File: config.mk
export PLATFORM = sky130hd
export DESIGN_NAME = idc_decoder
export DESIGN_NICKNAME = d
export VERILOG_FILES = /design/src/logic/idc_pkg.sv /design/src/logic/idc_fields.sv /design/src/logic/idc_cp_route.sv /design/src/logic/idc_decoder.sv
export SDC_FILE = /design/constraint.sdc
export NUM_CORES = 1
export LEC_CHECK = 0
export BUFFER_PORTS_ARGS = -buffer_cell sky130_fd_sc_hd__buf_4
export CORE_AREA = 2 2 151 153
export CTS_CLUSTER_DIAMETER = 40
export DETAILED_ROUTE_END_ITERATION = 6
export DIE_AREA = 0 0 153 155
export GPL_TIMING_DRIVEN = 0
export MAX_ROUTING_LAYER = met4
export PLACE_DENSITY = 0.44
export RECOVER_POWER = 25
export REMOVE_ABC_BUFFERS = 1
export SLEW_MARGIN = 20
export SYNTH_ARGS = -nofsm -noshare
export SYNTH_HDL_FRONTEND = slang
export SYNTH_SLANG_ARGS = --single-unit
File: constraint.sdc
create_clock -name i_clk -period 1.9 [get_ports i_clk]
set_clock_uncertainty 0.2 [all_clocks]
set_input_delay 0.285 -clock i_clk [delete_from_list [all_inputs] [get_ports i_clk]]
set_output_delay 0.285 -clock i_clk [all_outputs]
set_load 0.02 [all_outputs]
File: src/logic/idc_pkg.sv
package idc_pkg;
	// instruction word layout
	localparam int IDC_WORD_W     = 32;
	localparam int IDC_OPC_HI     = 31;
	localparam int IDC_OPC_LO     = 26;
	localparam int IDC_SRC_HI     = 25;
	localparam int IDC_SRC_LO     = 21;
	localparam int IDC_TGT_HI     = 20;
	localparam int IDC_TGT_LO     = 16;
	localparam int IDC_DST_HI     = 15;
	localparam int IDC_DST_LO     = 11;
	localparam int IDC_SHAMT_HI   = 10;
	localparam int IDC_SHAMT_LO   = 6;
	localparam int IDC_FUNC_HI    = 5;
	localparam int IDC_FUNC_LO    = 0;
	localparam int IDC_IMM_HI     = 15;
	localparam int IDC_INDEX_HI   = 25;
	localparam int IDC_JUMP_SHIFT = 2;
	localparam int IDC_JUMP_W     = 28;
	localparam int IDC_NUM_CP     = 4;
	localparam int IDC_CP_REGS    = 32;
	// primary opcodes
	localparam logic [5:0] IDC_OPC_SPECIAL  = 6'h00;
	localparam logic [5:0] IDC_OPC_REG_IMMEDIATE_CLASS = 6'h01;
	localparam logic [5:0] IDC_OPC_J        = 6'h02;
	localparam logic [5:0] IDC_OPC_JAL      = 6'h03;
	localparam logic [5:0] IDC_OPC_SYSCTL   = 6'h10;
	localparam logic [5:0] IDC_OPC_COP1     = 6'h11;
	localparam logic [5:0] IDC_OPC_COP2     = 6'h12;
	localparam logic [5:0] IDC_OPC_FPU_EXTENDED_SPACE = 6'h13;
	localparam logic [5:0] IDC_OPC_LWC1     = 6'h31;
	localparam logic [5:0] IDC_OPC_LWC2     = 6'h32;
	localparam logic [5:0] IDC_OPC_LDC1     = 6'h35;
	localparam logic [5:0] IDC_OPC_LDC2     = 6'h36;
	localparam logic [5:0] IDC_OPC_SWC1     = 6'h39;
	localparam logic [5:0] IDC_OPC_SWC2     = 6'h3a;
	localparam logic [5:0] IDC_OPC_SDC1     = 6'h3d;
	localparam logic [5:0] IDC_OPC_SDC2     = 6'h3e;
	// coprocessor sub-op in source field: move-from / move-to
	localparam logic [4:0] IDC_CSUB_MF      = 5'h00;
	localparam logic [4:0] IDC_CSUB_DMF     = 5'h01;
	localparam logic [4:0] IDC_CSUB_CF      = 5'h02;
	localparam logic [4:0] IDC_CSUB_MT      = 5'h04;
	localparam logic [4:0] IDC_CSUB_DMT     = 5'h05;
	localparam logic [4:0] IDC_CSUB_CT      = 5'h06;
	// extended space: fused multiply-add functions 0x20..0x3f, reciprocal funcs in cop1
	localparam logic [5:0] IDC_FN_RECIP     = 6'h15;
	localparam logic [5:0] IDC_FN_RSQRT     = 6'h16;
	localparam logic       IDC_FRSEL_RST    = 1'b0;
	localparam logic       IDC_EN_RST       = 1'b0;

	typedef enum logic [1:0] {IDC_CP_SYS, IDC_CP_FPU, IDC_CP_CUSTOM, IDC_CP_FPU_AUX} idc_slot_t;
	typedef enum logic [1:0] {IDC_FMT_IMM, IDC_FMT_JUMP, IDC_FMT_REG} idc_fmt_t;
	typedef enum logic [1:0] {IDC_CK_NONE, IDC_CK_MOVE, IDC_CK_MEM, IDC_CK_COMPUTE} idc_ckind_t;
endpackage : idc_pkg

File: src/logic/idc_fields.sv
module idc_fields
	import idc_pkg::*;
(
	input  wire logic [IDC_WORD_W-1:0] i_word,        // raw instruction
	output logic      [5:0]            o_opcode,      // primary opcode
	output logic      [4:0]            o_src,         // source selector
	output logic      [4:0]            o_tgt,         // target selector
	output logic      [4:0]            o_dst,         // destination selector
	output logic      [4:0]            o_shamt,       // shift amount
	output logic      [5:0]            o_func,        // function code
	output logic      [31:0]           o_imm_sext,    // sign-extended immediate
	output logic      [IDC_JUMP_W-1:0] o_jump_low     // low jump target bits
);
	// fixed field slicing
	assign o_opcode   = i_word[IDC_OPC_HI:IDC_OPC_LO];
	assign o_src      = i_word[IDC_SRC_HI:IDC_SRC_LO];
	assign o_tgt      = i_word[IDC_TGT_HI:IDC_TGT_LO];
	assign o_dst      = i_word[IDC_DST_HI:IDC_DST_LO];
	assign o_shamt    = i_word[IDC_SHAMT_HI:IDC_SHAMT_LO];
	assign o_func     = i_word[IDC_FUNC_HI:IDC_FUNC_LO];
	assign o_imm_sext = {{16{i_word[IDC_IMM_HI]}}, i_word[IDC_IMM_HI:0]};
	assign o_jump_low = {i_word[IDC_INDEX_HI:0], 2'b00};
endmodule // idc_fields

File: src/logic/idc_cp_route.sv
module idc_cp_route
	import idc_pkg::*;
(
	input  wire logic [5:0]            i_opcode,      // primary opcode
	input  wire logic [4:0]            i_src,         // sub-op field
	input  wire logic                  i_ext_space,   // later release flag
	output logic                       o_is_cp,       // coprocessor class
	output idc_pkg::idc_slot_t         o_slot,        // target slot
	output idc_pkg::idc_ckind_t        o_kind,        // kind of operation
	output logic                       o_is_fpu       // floating point op
);
	// decode class per opcode
	wire w_sys   = (i_opcode == IDC_OPC_SYSCTL);
	wire w_cop1  = (i_opcode == IDC_OPC_COP1);
	wire w_cop2  = (i_opcode == IDC_OPC_COP2);
	wire w_cop3  = (i_opcode == IDC_OPC_FPU_EXTENDED_SPACE);
	wire w_mem1  = (i_opcode == IDC_OPC_LWC1) || (i_opcode == IDC_OPC_LDC1) ||
	               (i_opcode == IDC_OPC_SWC1) || (i_opcode == IDC_OPC_SDC1);
	wire w_mem2  = (i_opcode == IDC_OPC_LWC2) || (i_opcode == IDC_OPC_LDC2) ||
	               (i_opcode == IDC_OPC_SWC2) || (i_opcode == IDC_OPC_SDC2);
	wire w_move  = (i_src == IDC_CSUB_MF) || (i_src == IDC_CSUB_DMF) || (i_src == IDC_CSUB_CF) ||
	               (i_src == IDC_CSUB_MT) || (i_src == IDC_CSUB_DMT) || (i_src == IDC_CSUB_CT);
	// no memory form exists for slot 0, so it never appears here
	assign o_is_cp  = w_sys || w_cop1 || w_cop2 || w_cop3 || w_mem1 || w_mem2;
	assign o_slot   = (w_sys) ? IDC_CP_SYS :
	                  (w_cop1 || w_mem1 || (w_cop3 && i_ext_space)) ? IDC_CP_FPU :
	                  (w_cop3) ? IDC_CP_FPU_AUX : IDC_CP_CUSTOM;
	assign o_kind   = (!o_is_cp) ? IDC_CK_NONE :
	                  (w_mem1 || w_mem2) ? IDC_CK_MEM :
	                  (w_cop3) ? IDC_CK_COMPUTE :
	                  (w_move) ? IDC_CK_MOVE : IDC_CK_COMPUTE;
	assign o_is_fpu = w_cop1 || w_mem1 || w_cop3;
endmodule // idc_cp_route

File: src/logic/idc_decoder.sv
// Operation
// - each instruction is one 32-bit word from a word-aligned address
// - primary opcode is bits 31..26
// - source selector is bits 25..21
// - target selector bits 20..16, also picks reg-immediate class operation
// - register format destination selector is bits 15..11
// - register format shift amount bits 10..6, function bits 5..0
// - 16-bit immediate is signed, sign-extended for all uses
// - jump index shifted left two gives low 28 target bits
// - 32-bit integer ops need sign-extended operands; flagged otherwise for register-format non-shift ops only
// - at most four coprocessor slots numbered 0 to 3
// - slot 0 is system control; slots 1 and 3 are floating point
// - slot 2 is free for implementation use
// - each coprocessor register set holds up to 32 registers
// - computational ops may address general or control set; here only moves (CF, CT) select the control set
// - system control has no loads or stores, only moves; here non-move sub-ops on slot 0 are dispatched as compute
// - coprocessor load, store, move are in main opcode space
// - later releases route slot 3 compute space to floating point
// - floating point enable is privileged, set via system control
// - floating point op while disabled raises unusable exception
// - register-width mode bit selects 32 or 64-bit float model
// - 32-bit binaries execute unmodified
// - multiply-add and reciprocal ops are flagged as non-standard precision
module idc_decoder
	import idc_pkg::*;
#(
	parameter int NUM_CP = IDC_NUM_CP        // coprocessor slots
)(
	input  wire logic                    i_clk,             // core clock
	input  wire logic                    i_arst_n,          // async reset, low
	input  wire logic                    i_valid,           // instruction valid
	input  wire logic [IDC_WORD_W-1:0]   i_word,            // instruction word
	input  wire logic [63:0]             i_pc,              // fetch address
	input  wire logic                    i_kernel,          // privileged mode
	input  wire logic                    i_ext_space,       // later release mode
	input  wire logic [63:0]             i_src_val,         // source operand
	input  wire logic [63:0]             i_tgt_val,         // target operand
	input  wire logic                    i_fpu_en_wr,       // sysctl enable write
	input  wire logic                    i_fpu_en_val,      // enable value
	input  wire logic                    i_frsel_wr,        // width mode write
	input  wire logic                    i_frsel_val,       // width mode value
	input  wire logic [NUM_CP-1:0]       i_cp_ready,        // slot ready
	output logic                         o_ready,           // accepts word
	output logic                         o_valid,           // decoded valid
	output logic      [5:0]              o_opcode,          // primary opcode
	output logic      [4:0]              o_source_reg_field, // source sel
	output logic      [4:0]              o_target_reg_field, // target sel
	output logic      [4:0]              o_dst_reg_field,   // dest sel
	output logic      [4:0]              o_shift_amount_field, // shift amount
	output logic      [5:0]              o_func,            // function code
	output logic      [31:0]             o_imm,             // sign-ext imm
	output logic      [63:0]             o_jump_target,     // jump target
	output idc_pkg::idc_fmt_t            o_fmt,             // format
	output logic                         o_reg_immediate_class, // reg_immediate_class op
	output logic                         o_operand_undef,   // undefined operands
	output logic      [NUM_CP-1:0]       o_cp_dispatch,     // slot strobe
	output idc_pkg::idc_ckind_t          o_cp_kind,         // op kind
	output logic                         o_cp_ctrl_set,     // control reg set
	output logic                         o_cp_unusable,     // exception pulse
	output logic      [1:0]              o_cp_unusable_num, // failing slot
	output logic                         o_align_err,       // misaligned fetch
	output logic                         o_nonstd_prec,     // non-standard precision
	output logic                         o_fpu_en,          // enable state
	output logic                         o_fpu_reg_width_select // 64-bit model
);
	////////////////////////////////////////////////////////////////////////////
	// field extraction
	logic [5:0]            w_opc;
	logic [4:0]            w_src;
	logic [4:0]            w_tgt;
	logic [4:0]            w_dst;
	logic [4:0]            w_sh;
	logic [5:0]            w_fn;
	logic [31:0]           w_imm;
	logic [IDC_JUMP_W-1:0] w_jlow;
	logic                  w_is_cp;
	idc_slot_t             w_slot;
	idc_ckind_t            w_kind;
	logic                  w_is_fpu;

	idc_fields u_fields (
		.i_word     (i_word),
		.o_opcode   (w_opc),
		.o_src      (w_src),
		.o_tgt      (w_tgt),
		.o_dst      (w_dst),
		.o_shamt    (w_sh),
		.o_func     (w_fn),
		.o_imm_sext (w_imm),
		.o_jump_low (w_jlow)
	);

	idc_cp_route u_route (
		.i_opcode    (w_opc),
		.i_src       (w_src),
		.i_ext_space (i_ext_space),
		.o_is_cp     (w_is_cp),
		.o_slot      (w_slot),
		.o_kind      (w_kind),
		.o_is_fpu    (w_is_fpu)
	);

	////////////////////////////////////////////////////////////////////////////
	// enable and width mode state
	logic fpu_en_q;
	logic frsel_q;
	// only privileged writes through the system control path take effect
	wire  w_en_take = i_fpu_en_wr && i_kernel;
	wire  w_fr_take = i_frsel_wr && i_kernel;

	always_ff @(posedge i_clk or negedge i_arst_n) begin
		if (!i_arst_n) begin
			fpu_en_q <= IDC_EN_RST;
			frsel_q  <= IDC_FRSEL_RST;
		end else begin
			if (w_en_take) fpu_en_q <= i_fpu_en_val;
			if (w_fr_take) frsel_q <= i_frsel_val;
		end
	end

	////////////////////////////////////////////////////////////////////////////
	// combinational classification
	wire w_fmt_jump = (w_opc == IDC_OPC_J) || (w_opc == IDC_OPC_JAL);
	wire w_fmt_reg  = (w_opc == IDC_OPC_SPECIAL);
	idc_fmt_t w_fmt;
	assign w_fmt = w_fmt_jump ? IDC_FMT_JUMP : (w_fmt_reg ? IDC_FMT_REG : IDC_FMT_IMM);
	// word alignment of the fetch address
	wire w_misalign = (i_pc[1:0] != 2'b00);
	// a 64-bit value is a proper 32-bit integer when upper half mirrors bit 31
	wire w_src_ok = (i_src_val[63:32] == {32{i_src_val[31]}});
	wire w_tgt_ok = (i_tgt_val[63:32] == {32{i_tgt_val[31]}});
	// shifts take raw values; other special ops need clean operands
	wire w_is_shift = w_fmt_reg && (w_fn[5:3] == 3'b000);
	wire w_undef    = (w_fmt_reg && !w_is_shift) && !(w_src_ok && w_tgt_ok);
	// floating point needs slot 1 enabled, whatever slot carries it
	wire w_unusable = w_is_cp && w_is_fpu && !fpu_en_q;
	// slot 0 needs privilege, else unusable as well
	wire w_sys_unusable = w_is_cp && (w_slot == IDC_CP_SYS) && !i_kernel;
	wire w_trap     = w_unusable || w_sys_unusable;
	wire [1:0] w_slot_idx = 2'(w_slot);
	// extended space multiply-add (funcs 0x20..0x3f) and reciprocal roots
	wire w_nonstd = w_is_cp && w_is_fpu &&
	                (((w_opc == IDC_OPC_FPU_EXTENDED_SPACE) && w_fn[5]) ||
	                 ((w_opc == IDC_OPC_COP1) && ((w_fn == IDC_FN_RECIP) || (w_fn == IDC_FN_RSQRT))));
	// move ops pick control set through sub-op CF or CT (bit 1 of source sub-op); computational ops use general set
	wire w_ctrl_set = (w_kind == IDC_CK_MOVE) ? ((w_src == IDC_CSUB_CF) || (w_src == IDC_CSUB_CT)) : 1'b0;
	// the selected slot must be ready to accept
	wire w_slot_rdy = !w_is_cp || w_trap || i_cp_ready[w_slot_idx];
	wire w_take     = i_valid && w_slot_rdy;
	assign o_ready  = w_slot_rdy;
	wire [63:0] w_jtarget = {i_pc[63:IDC_JUMP_W], w_jlow};

	////////////////////////////////////////////////////////////////////////////
	// registered decode outputs
	logic                valid_q;
	logic [5:0]          opc_q;
	logic [4:0]          src_q;
	logic [4:0]          tgt_q;
	logic [4:0]          dst_q;
	logic [4:0]          sh_q;
	logic [5:0]          fn_q;
	logic [31:0]         imm_q;
	logic [63:0]         jt_q;
	idc_fmt_t            fmt_q;
	logic                reg_imm_class_q;
	logic                undef_q;
	logic [NUM_CP-1:0]   disp_q;
	idc_ckind_t          kind_q;
	logic                ctrl_q;
	logic                unus_q;
	logic [1:0]          unus_num_q;
	logic                align_q;
	logic                nonstd_q;

	always_ff @(posedge i_clk or negedge i_arst_n) begin
		if (!i_arst_n) begin
			valid_q    <= 1'b0;
			opc_q      <= 6'h00;
			src_q      <= 5'h00;
			tgt_q      <= 5'h00;
			dst_q      <= 5'h00;
			sh_q       <= 5'h00;
			fn_q       <= 6'h00;
			imm_q      <= 32'h0000_0000;
			jt_q       <= 64'h0;
			fmt_q      <= IDC_FMT_IMM;
			reg_imm_class_q <= 1'b0;
			undef_q    <= 1'b0;
			kind_q     <= IDC_CK_NONE;
			ctrl_q     <= 1'b0;
			unus_q     <= 1'b0;
			unus_num_q <= 2'h0;
			align_q    <= 1'b0;
			nonstd_q   <= 1'b0;
		end else begin
			valid_q    <= w_take && !w_misalign;
			align_q    <= w_take && w_misalign;
			opc_q      <= w_opc;
			src_q      <= w_src;
			tgt_q      <= w_tgt;
			dst_q      <= w_dst;
			sh_q       <= w_sh;
			fn_q       <= w_fn;
			imm_q      <= w_imm;
			jt_q       <= w_jtarget;
			fmt_q      <= w_fmt;
			reg_imm_class_q <= (w_opc == IDC_OPC_REG_IMMEDIATE_CLASS);
			undef_q    <= w_take && w_undef;
			kind_q     <= w_kind;
			ctrl_q     <= w_ctrl_set;
			unus_q     <= w_take && !w_misalign && w_trap;
			unus_num_q <= w_unusable ? 2'h1 : w_slot_idx;
			nonstd_q   <= w_take && w_nonstd;
		end
	end

	// one dispatch strobe per slot, held off on a trap
	for (genvar g = 0; g < NUM_CP; g++) begin : g_disp
		always_ff @(posedge i_clk or negedge i_arst_n) begin
			if (!i_arst_n) disp_q[g] <= 1'b0;
			else disp_q[g] <= w_take && !w_misalign && w_is_cp && !w_trap && (w_slot_idx == g);
		end
	end

	////////////////////////////////////////////////////////////////////////////
	// output drive
	assign o_valid                = valid_q;
	assign o_opcode               = opc_q;
	assign o_source_reg_field     = src_q;
	assign o_target_reg_field     = tgt_q;
	assign o_dst_reg_field        = dst_q;
	assign o_shift_amount_field   = sh_q;
	assign o_func                 = fn_q;
	assign o_imm                  = imm_q;
	assign o_jump_target          = jt_q;
	assign o_fmt                  = fmt_q;
	assign o_reg_immediate_class  = reg_imm_class_q;
	assign o_operand_undef        = undef_q;
	assign o_cp_dispatch          = disp_q;
	assign o_cp_kind              = kind_q;
	assign o_cp_ctrl_set          = ctrl_q;
	assign o_cp_unusable          = unus_q;
	assign o_cp_unusable_num      = unus_num_q;
	assign o_align_err            = align_q;
	assign o_nonstd_prec          = nonstd_q;
	assign o_fpu_en               = fpu_en_q;
	assign o_fpu_reg_width_select = frsel_q;
endmodule // idc_decoder

==> load_flow_metrics.sql <==
INSERT INTO impl_metrics (metric_group, metric, value, unit) VALUES
('clock_tree', 'clock_tree.htree_level_count', '3', ''),
('synthesis', 'yosys.area.top_type_share', '0.6357', ''),
('finish', 'finish.net_count', '837', ''),
('clock_tree', 'cts.hold.buffers_added', '74', ''),
('synthesis', 'synthCells', '282', ''),
('synthesis', 'syn-mean-instance-area', '12.14', 'µm²'),
('die', 'floorplan.io_pins', '385', ''),
('placement', 'gp_congestion', '0.8098', ''),
('power', 'power_frac_seq', '0.415', ''),
('sta', 'fmax', '0.4813', 'GHz'),
('routing', 'drt-total-wl', '13150', 'µm'),
('die', 'dieArea', '23720', 'µm²'),
('global_route', 'groute.usage.overall', '0.1120', ''),
('sta', 'max_slew.worst_pin.slew', '0.6222', 'ns'),
('critical_path', 'path_cells', 'buf_8 > or4b_4 > nor4_4 > nor3_2 > nor3b_4 > inv_2 > buf_6', ''),
('finish', 'antenna_cells_inserted', '0', ''),
('synthesis', 'synthTopCellsByArea', 'sky130_fd_sc_hd__dfrtp_1 (64%), sky130_fd_sc_hd__buf_4 (13%), sky130_fd_sc_hd__nor3_1 (3.1%)', ''),
('sta', 'setup_violations', '1', ''),
('global_route', 'grt_first_pass_wirelength', '19840', 'µm'),
('clock_tree', 'cts_sinks', '87', ''),
('global_route', 'total_gr_overflow', '0', ''),
('min_path', 'holdCritStartpoint', 'i_word[30]', ''),
('finish', 'final_util', '0.2994', ''),
('critical_path', 'path_delay_family', 'simple AND/OR/NAND/NOR gates', ''),
('critical_path', 'timing.critical_path.slowest_cell_delay', '0.58', 'ns'),
('die', 'placement_rows', '55', ''),
('critical_path', 'worstPathBufferInverterCount', '3', ''),
('sta', 'timing.final.hold_violations', '2', ''),
('critical_path', 'reg2reg_depth', '5', ''),
('routing', 'drt-wirelength-per-cell', '14.78', 'µm'),
('clock_tree', 'tritoncts.num_buffers', '9', ''),
('sta', 'fin_crit_sh', '1.094', ''),
('finish', 'area_growth_syn_to_layout', '94.30', '%'),
('critical_path', 'startpoint_type', 'primary input', ''),
('routing', 'first_iter_violations', '100', ''),
('min_path', 'min_path_type', 'in2reg', ''),
('job', 'count_of_max_cap_constraint_violations', '0', ''),
('critical_path', 'critical_path_peak_fanout', '4', ''),
('placement', 'quantity_of_i_o_buffers_inserted_on_ports', '294', ''),
('clock_tree', 'cts_tree', 'yes', ''),
('power', 'ir_worst_vdd', '0.0003084', 'V'),
('clock_tree', 'cts-root-to-sink-buffers', '2', ''),
('critical_path', 'r2r_setup_slack', '0.25', 'ns'),
('sta', 'post-route-min-period', '2.078', 'ns'),
('clock_tree', 'ctsRootBufferMaster', 'sky130_fd_sc_hd__clkbuf_16', ''),
('sta', 'final.setup.worst_slack', '-0.1778', 'ns'),
('critical_path', 'worst_setup_path_end_kind', 'output pin', ''),
('run_status', 'failed_checks', 'hold timing, setup timing', ''),
('synthesis', 'yosysSeqAreaShare', '0.6357', ''),
('critical_path', 'critPathKind', 'in2out', ''),
('power', 'clkPwrFrac', '0.373', ''),
('routing', 'postRouteAntennaNets', '0', ''),
('critical_path', 'regToRegEndpoint', 'o_nonstd_prec', ''),
('power', 'cell_internal_pwr', '0.003403', 'W'),
('power', 'total_power', '0.004791', 'W'),
('clock_tree', 'clk_transition_reported_paths', '0.07', 'ns'),
('critical_path', 'crit_arrival', '1.59', 'ns'),
('synthesis', 'post_synth_instance_area', '3425', 'µm²'),
('routing', 'drc', '0', ''),
('die', 'dieHeight', '155', 'µm'),
('finish', 'fillers', '2262', ''),
('synthesis', 'yosys.cell_count.top_type', 'sky130_fd_sc_hd__dfrtp_1', ''),
('power', 'power.share.switching', '0.2896', ''),
('global_route', 'grt_antenna_before_repair', '0', ''),
('power', 'power.net_switching', '0.001387', 'W'),
('finish', 'finish.cell_count_without_fillers', '890', ''),
('run_status', 'run_status', 'finished, violations left', ''),
('clock_tree', 'clkLatencyLatePin', '0.35', 'ns'),
('global_route', 'maximum_number_of_pins_on_one_net_before_global_route_repair', '45', ''),
('critical_path', 'cp_slowest_cell', 'sky130_fd_sc_hd__or4b_4', ''),
('sta', 'hold-worst-slack', '-0.09183', 'ns');
## cells by family (layout without fill, tap and decap cells)
logic type,after synthesis,in the layout,share of synthesized area
AO/OA/AOI/OAI,25,25,0.05188
XOR/XNOR,2,2,0.005116
buffers and inverters,72,394,0.1480
flip-flops,87,87,0.6357
multiplexers,2,2,0.006576
other,1,2,0.001095
AND/OR/NAND/NOR,93,93,0.1516
## power by group through the flow
stage          registers (W)  logic [W]  clock network, W
2_1_floorplan        0.00221  0.0000784                 0
3_3_place_gp         0.00202   0.000870                 0
3_5_place_dp         0.00203   0.000882                 0
4_1_cts              0.00199    0.00102           0.00188
5_1_grt              0.00200    0.00108           0.00196
6_report             0.00199    0.00101           0.00179
## flip-flops by register name (all words and copies together) (netlist names)
| name | count |
|---|---|
| o_jump_target | 39 |
| o_imm | 15 |
| o_opcode | 6 |
| o_cp_dispatch | 4 |
| o_source_reg_field | 4 |
| o_target_reg_field | 4 |
| o_cp_kind | 2 |
| o_cp_unusable_num | 2 |
| o_fmt | 2 |
| o_align_err | 1 |
| o_cp_ctrl_set | 1 |
| o_cp_unusable | 1 |
| o_fpu_en | 1 |
| o_fpu_reg_width_select | 1 |
| o_nonstd_prec | 1 |
| o_operand_undef | 1 |
| o_reg_immediate_class | 1 |
| o_valid | 1 |
## what timing repair did
action | CTS | global route
pin swaps | 2 | 2
endpoints found under the setup margin | 2 | 1
hold endpoints to repair | 119 | 2
cloned | 0 | 0
resized for setup | 10 | 3
setup buffers | 2 | 1
## routing by layer
metal / track usage / wire [µm] / vias up
met4: 0.03219 / 174 / 0
li1: - / - / 1558
met3: 0.03928 / 1176 / 12
met5: - / 0 / -
met1: 0.1155 / 4919 / 1585
met2: 0.2020 / 6879 / 209
## how the worst max path moves through the flow
stage | from | end | slack (ns) | depth (start not counted)
finish | i_word[28] | o_ready | -0.18 | 7
global route | i_word[28] | o_ready | -0.23 | 7
CTS | i_word[28] | o_ready | -0.21 | 7
detailed placement | i_word[29] | o_operand_undef | -0.51 | 5
global placement | i_word[29] | o_operand_undef | -0.46 | 5
floorplan | o_jump_target[17] | o_dst_reg_field[4] | -1.14 | 0
## worst register-to-register path, cell delays in order (launching register included)
cell and delay (ns):
sky130_fd_sc_hd__dfrtp_1 0.40, sky130_fd_sc_hd__a211oi_2 0.31, sky130_fd_sc_hd__nor3_2 0.09, sky130_fd_sc_hd__nor3b_4 0.18, sky130_fd_sc_hd__buf_4 0.16, sky130_fd_sc_hd__nor4_2 0.22
## stage by stage
step	hold WS (ns)	TNS, ns	setup WS (ns)	cell area [µm²]
after global placement	0.1947	-1.561	-0.4564	5508
final	-0.09183	-0.1778	-0.1778	6654
after detailed placement	0.1401	-1.738	-0.5128	5535
after CTS	-0.1150	-0.2084	-0.2084	6639
after global routing	-0.1127	-0.2269	-0.2269	6654
after floorplan	-0.2106	-21.60	-1.136	2944
## placed cells by master (no fill, tap or decap), types with 2 or more instances in the layout
master                          count
sky130_fd_sc_hd__dfrtp_1           87
sky130_fd_sc_hd__a211oi_1           2
sky130_fd_sc_hd__a21oi_1            4
sky130_fd_sc_hd__conb_1             2
sky130_fd_sc_hd__nor2b_1            2
sky130_fd_sc_hd__clkbuf_16          9
sky130_fd_sc_hd__inv_1              5
sky130_fd_sc_hd__nor3_1            20
sky130_fd_sc_hd__buf_6              4
sky130_fd_sc_hd__buf_4            292
sky130_fd_sc_hd__a31oi_1            8
sky130_fd_sc_hd__nor2_1            14
sky130_fd_sc_hd__mux2_2             2
sky130_fd_sc_hd__dlygate4sd3_1     74
sky130_fd_sc_hd__nor4_1            11
sky130_fd_sc_hd__nand3_1            9
sky130_fd_sc_hd__clkinv_4           2
sky130_fd_sc_hd__nand2_1           17
sky130_fd_sc_hd__nor4_2             2
sky130_fd_sc_hd__xor2_1             2
sky130_fd_sc_hd__o22ai_2            2
sky130_fd_sc_hd__and4b_1            2
sky130_fd_sc_hd__nand4_1            8
sky130_fd_sc_hd__inv_8              3
## cell type report
class / instances / area (µm²) / share of cell area
Clock buffer: 9 / 225.2 / 0.03385
Clock inverter: 7 / 75.07 / 0.01128
Inverter: 6 / 22.52 / 0.003385
Multi-Input combinational cell: 124 / 777.0 / 0.1168
Sequential cell: 87 / 2177 / 0.3272
Tap cell: 285 / 356.6 / 0.05359
Timing Repair Buffer: 372 / 3020 / 0.4539
No activity file was read; power rests on OpenSTA's default activity.
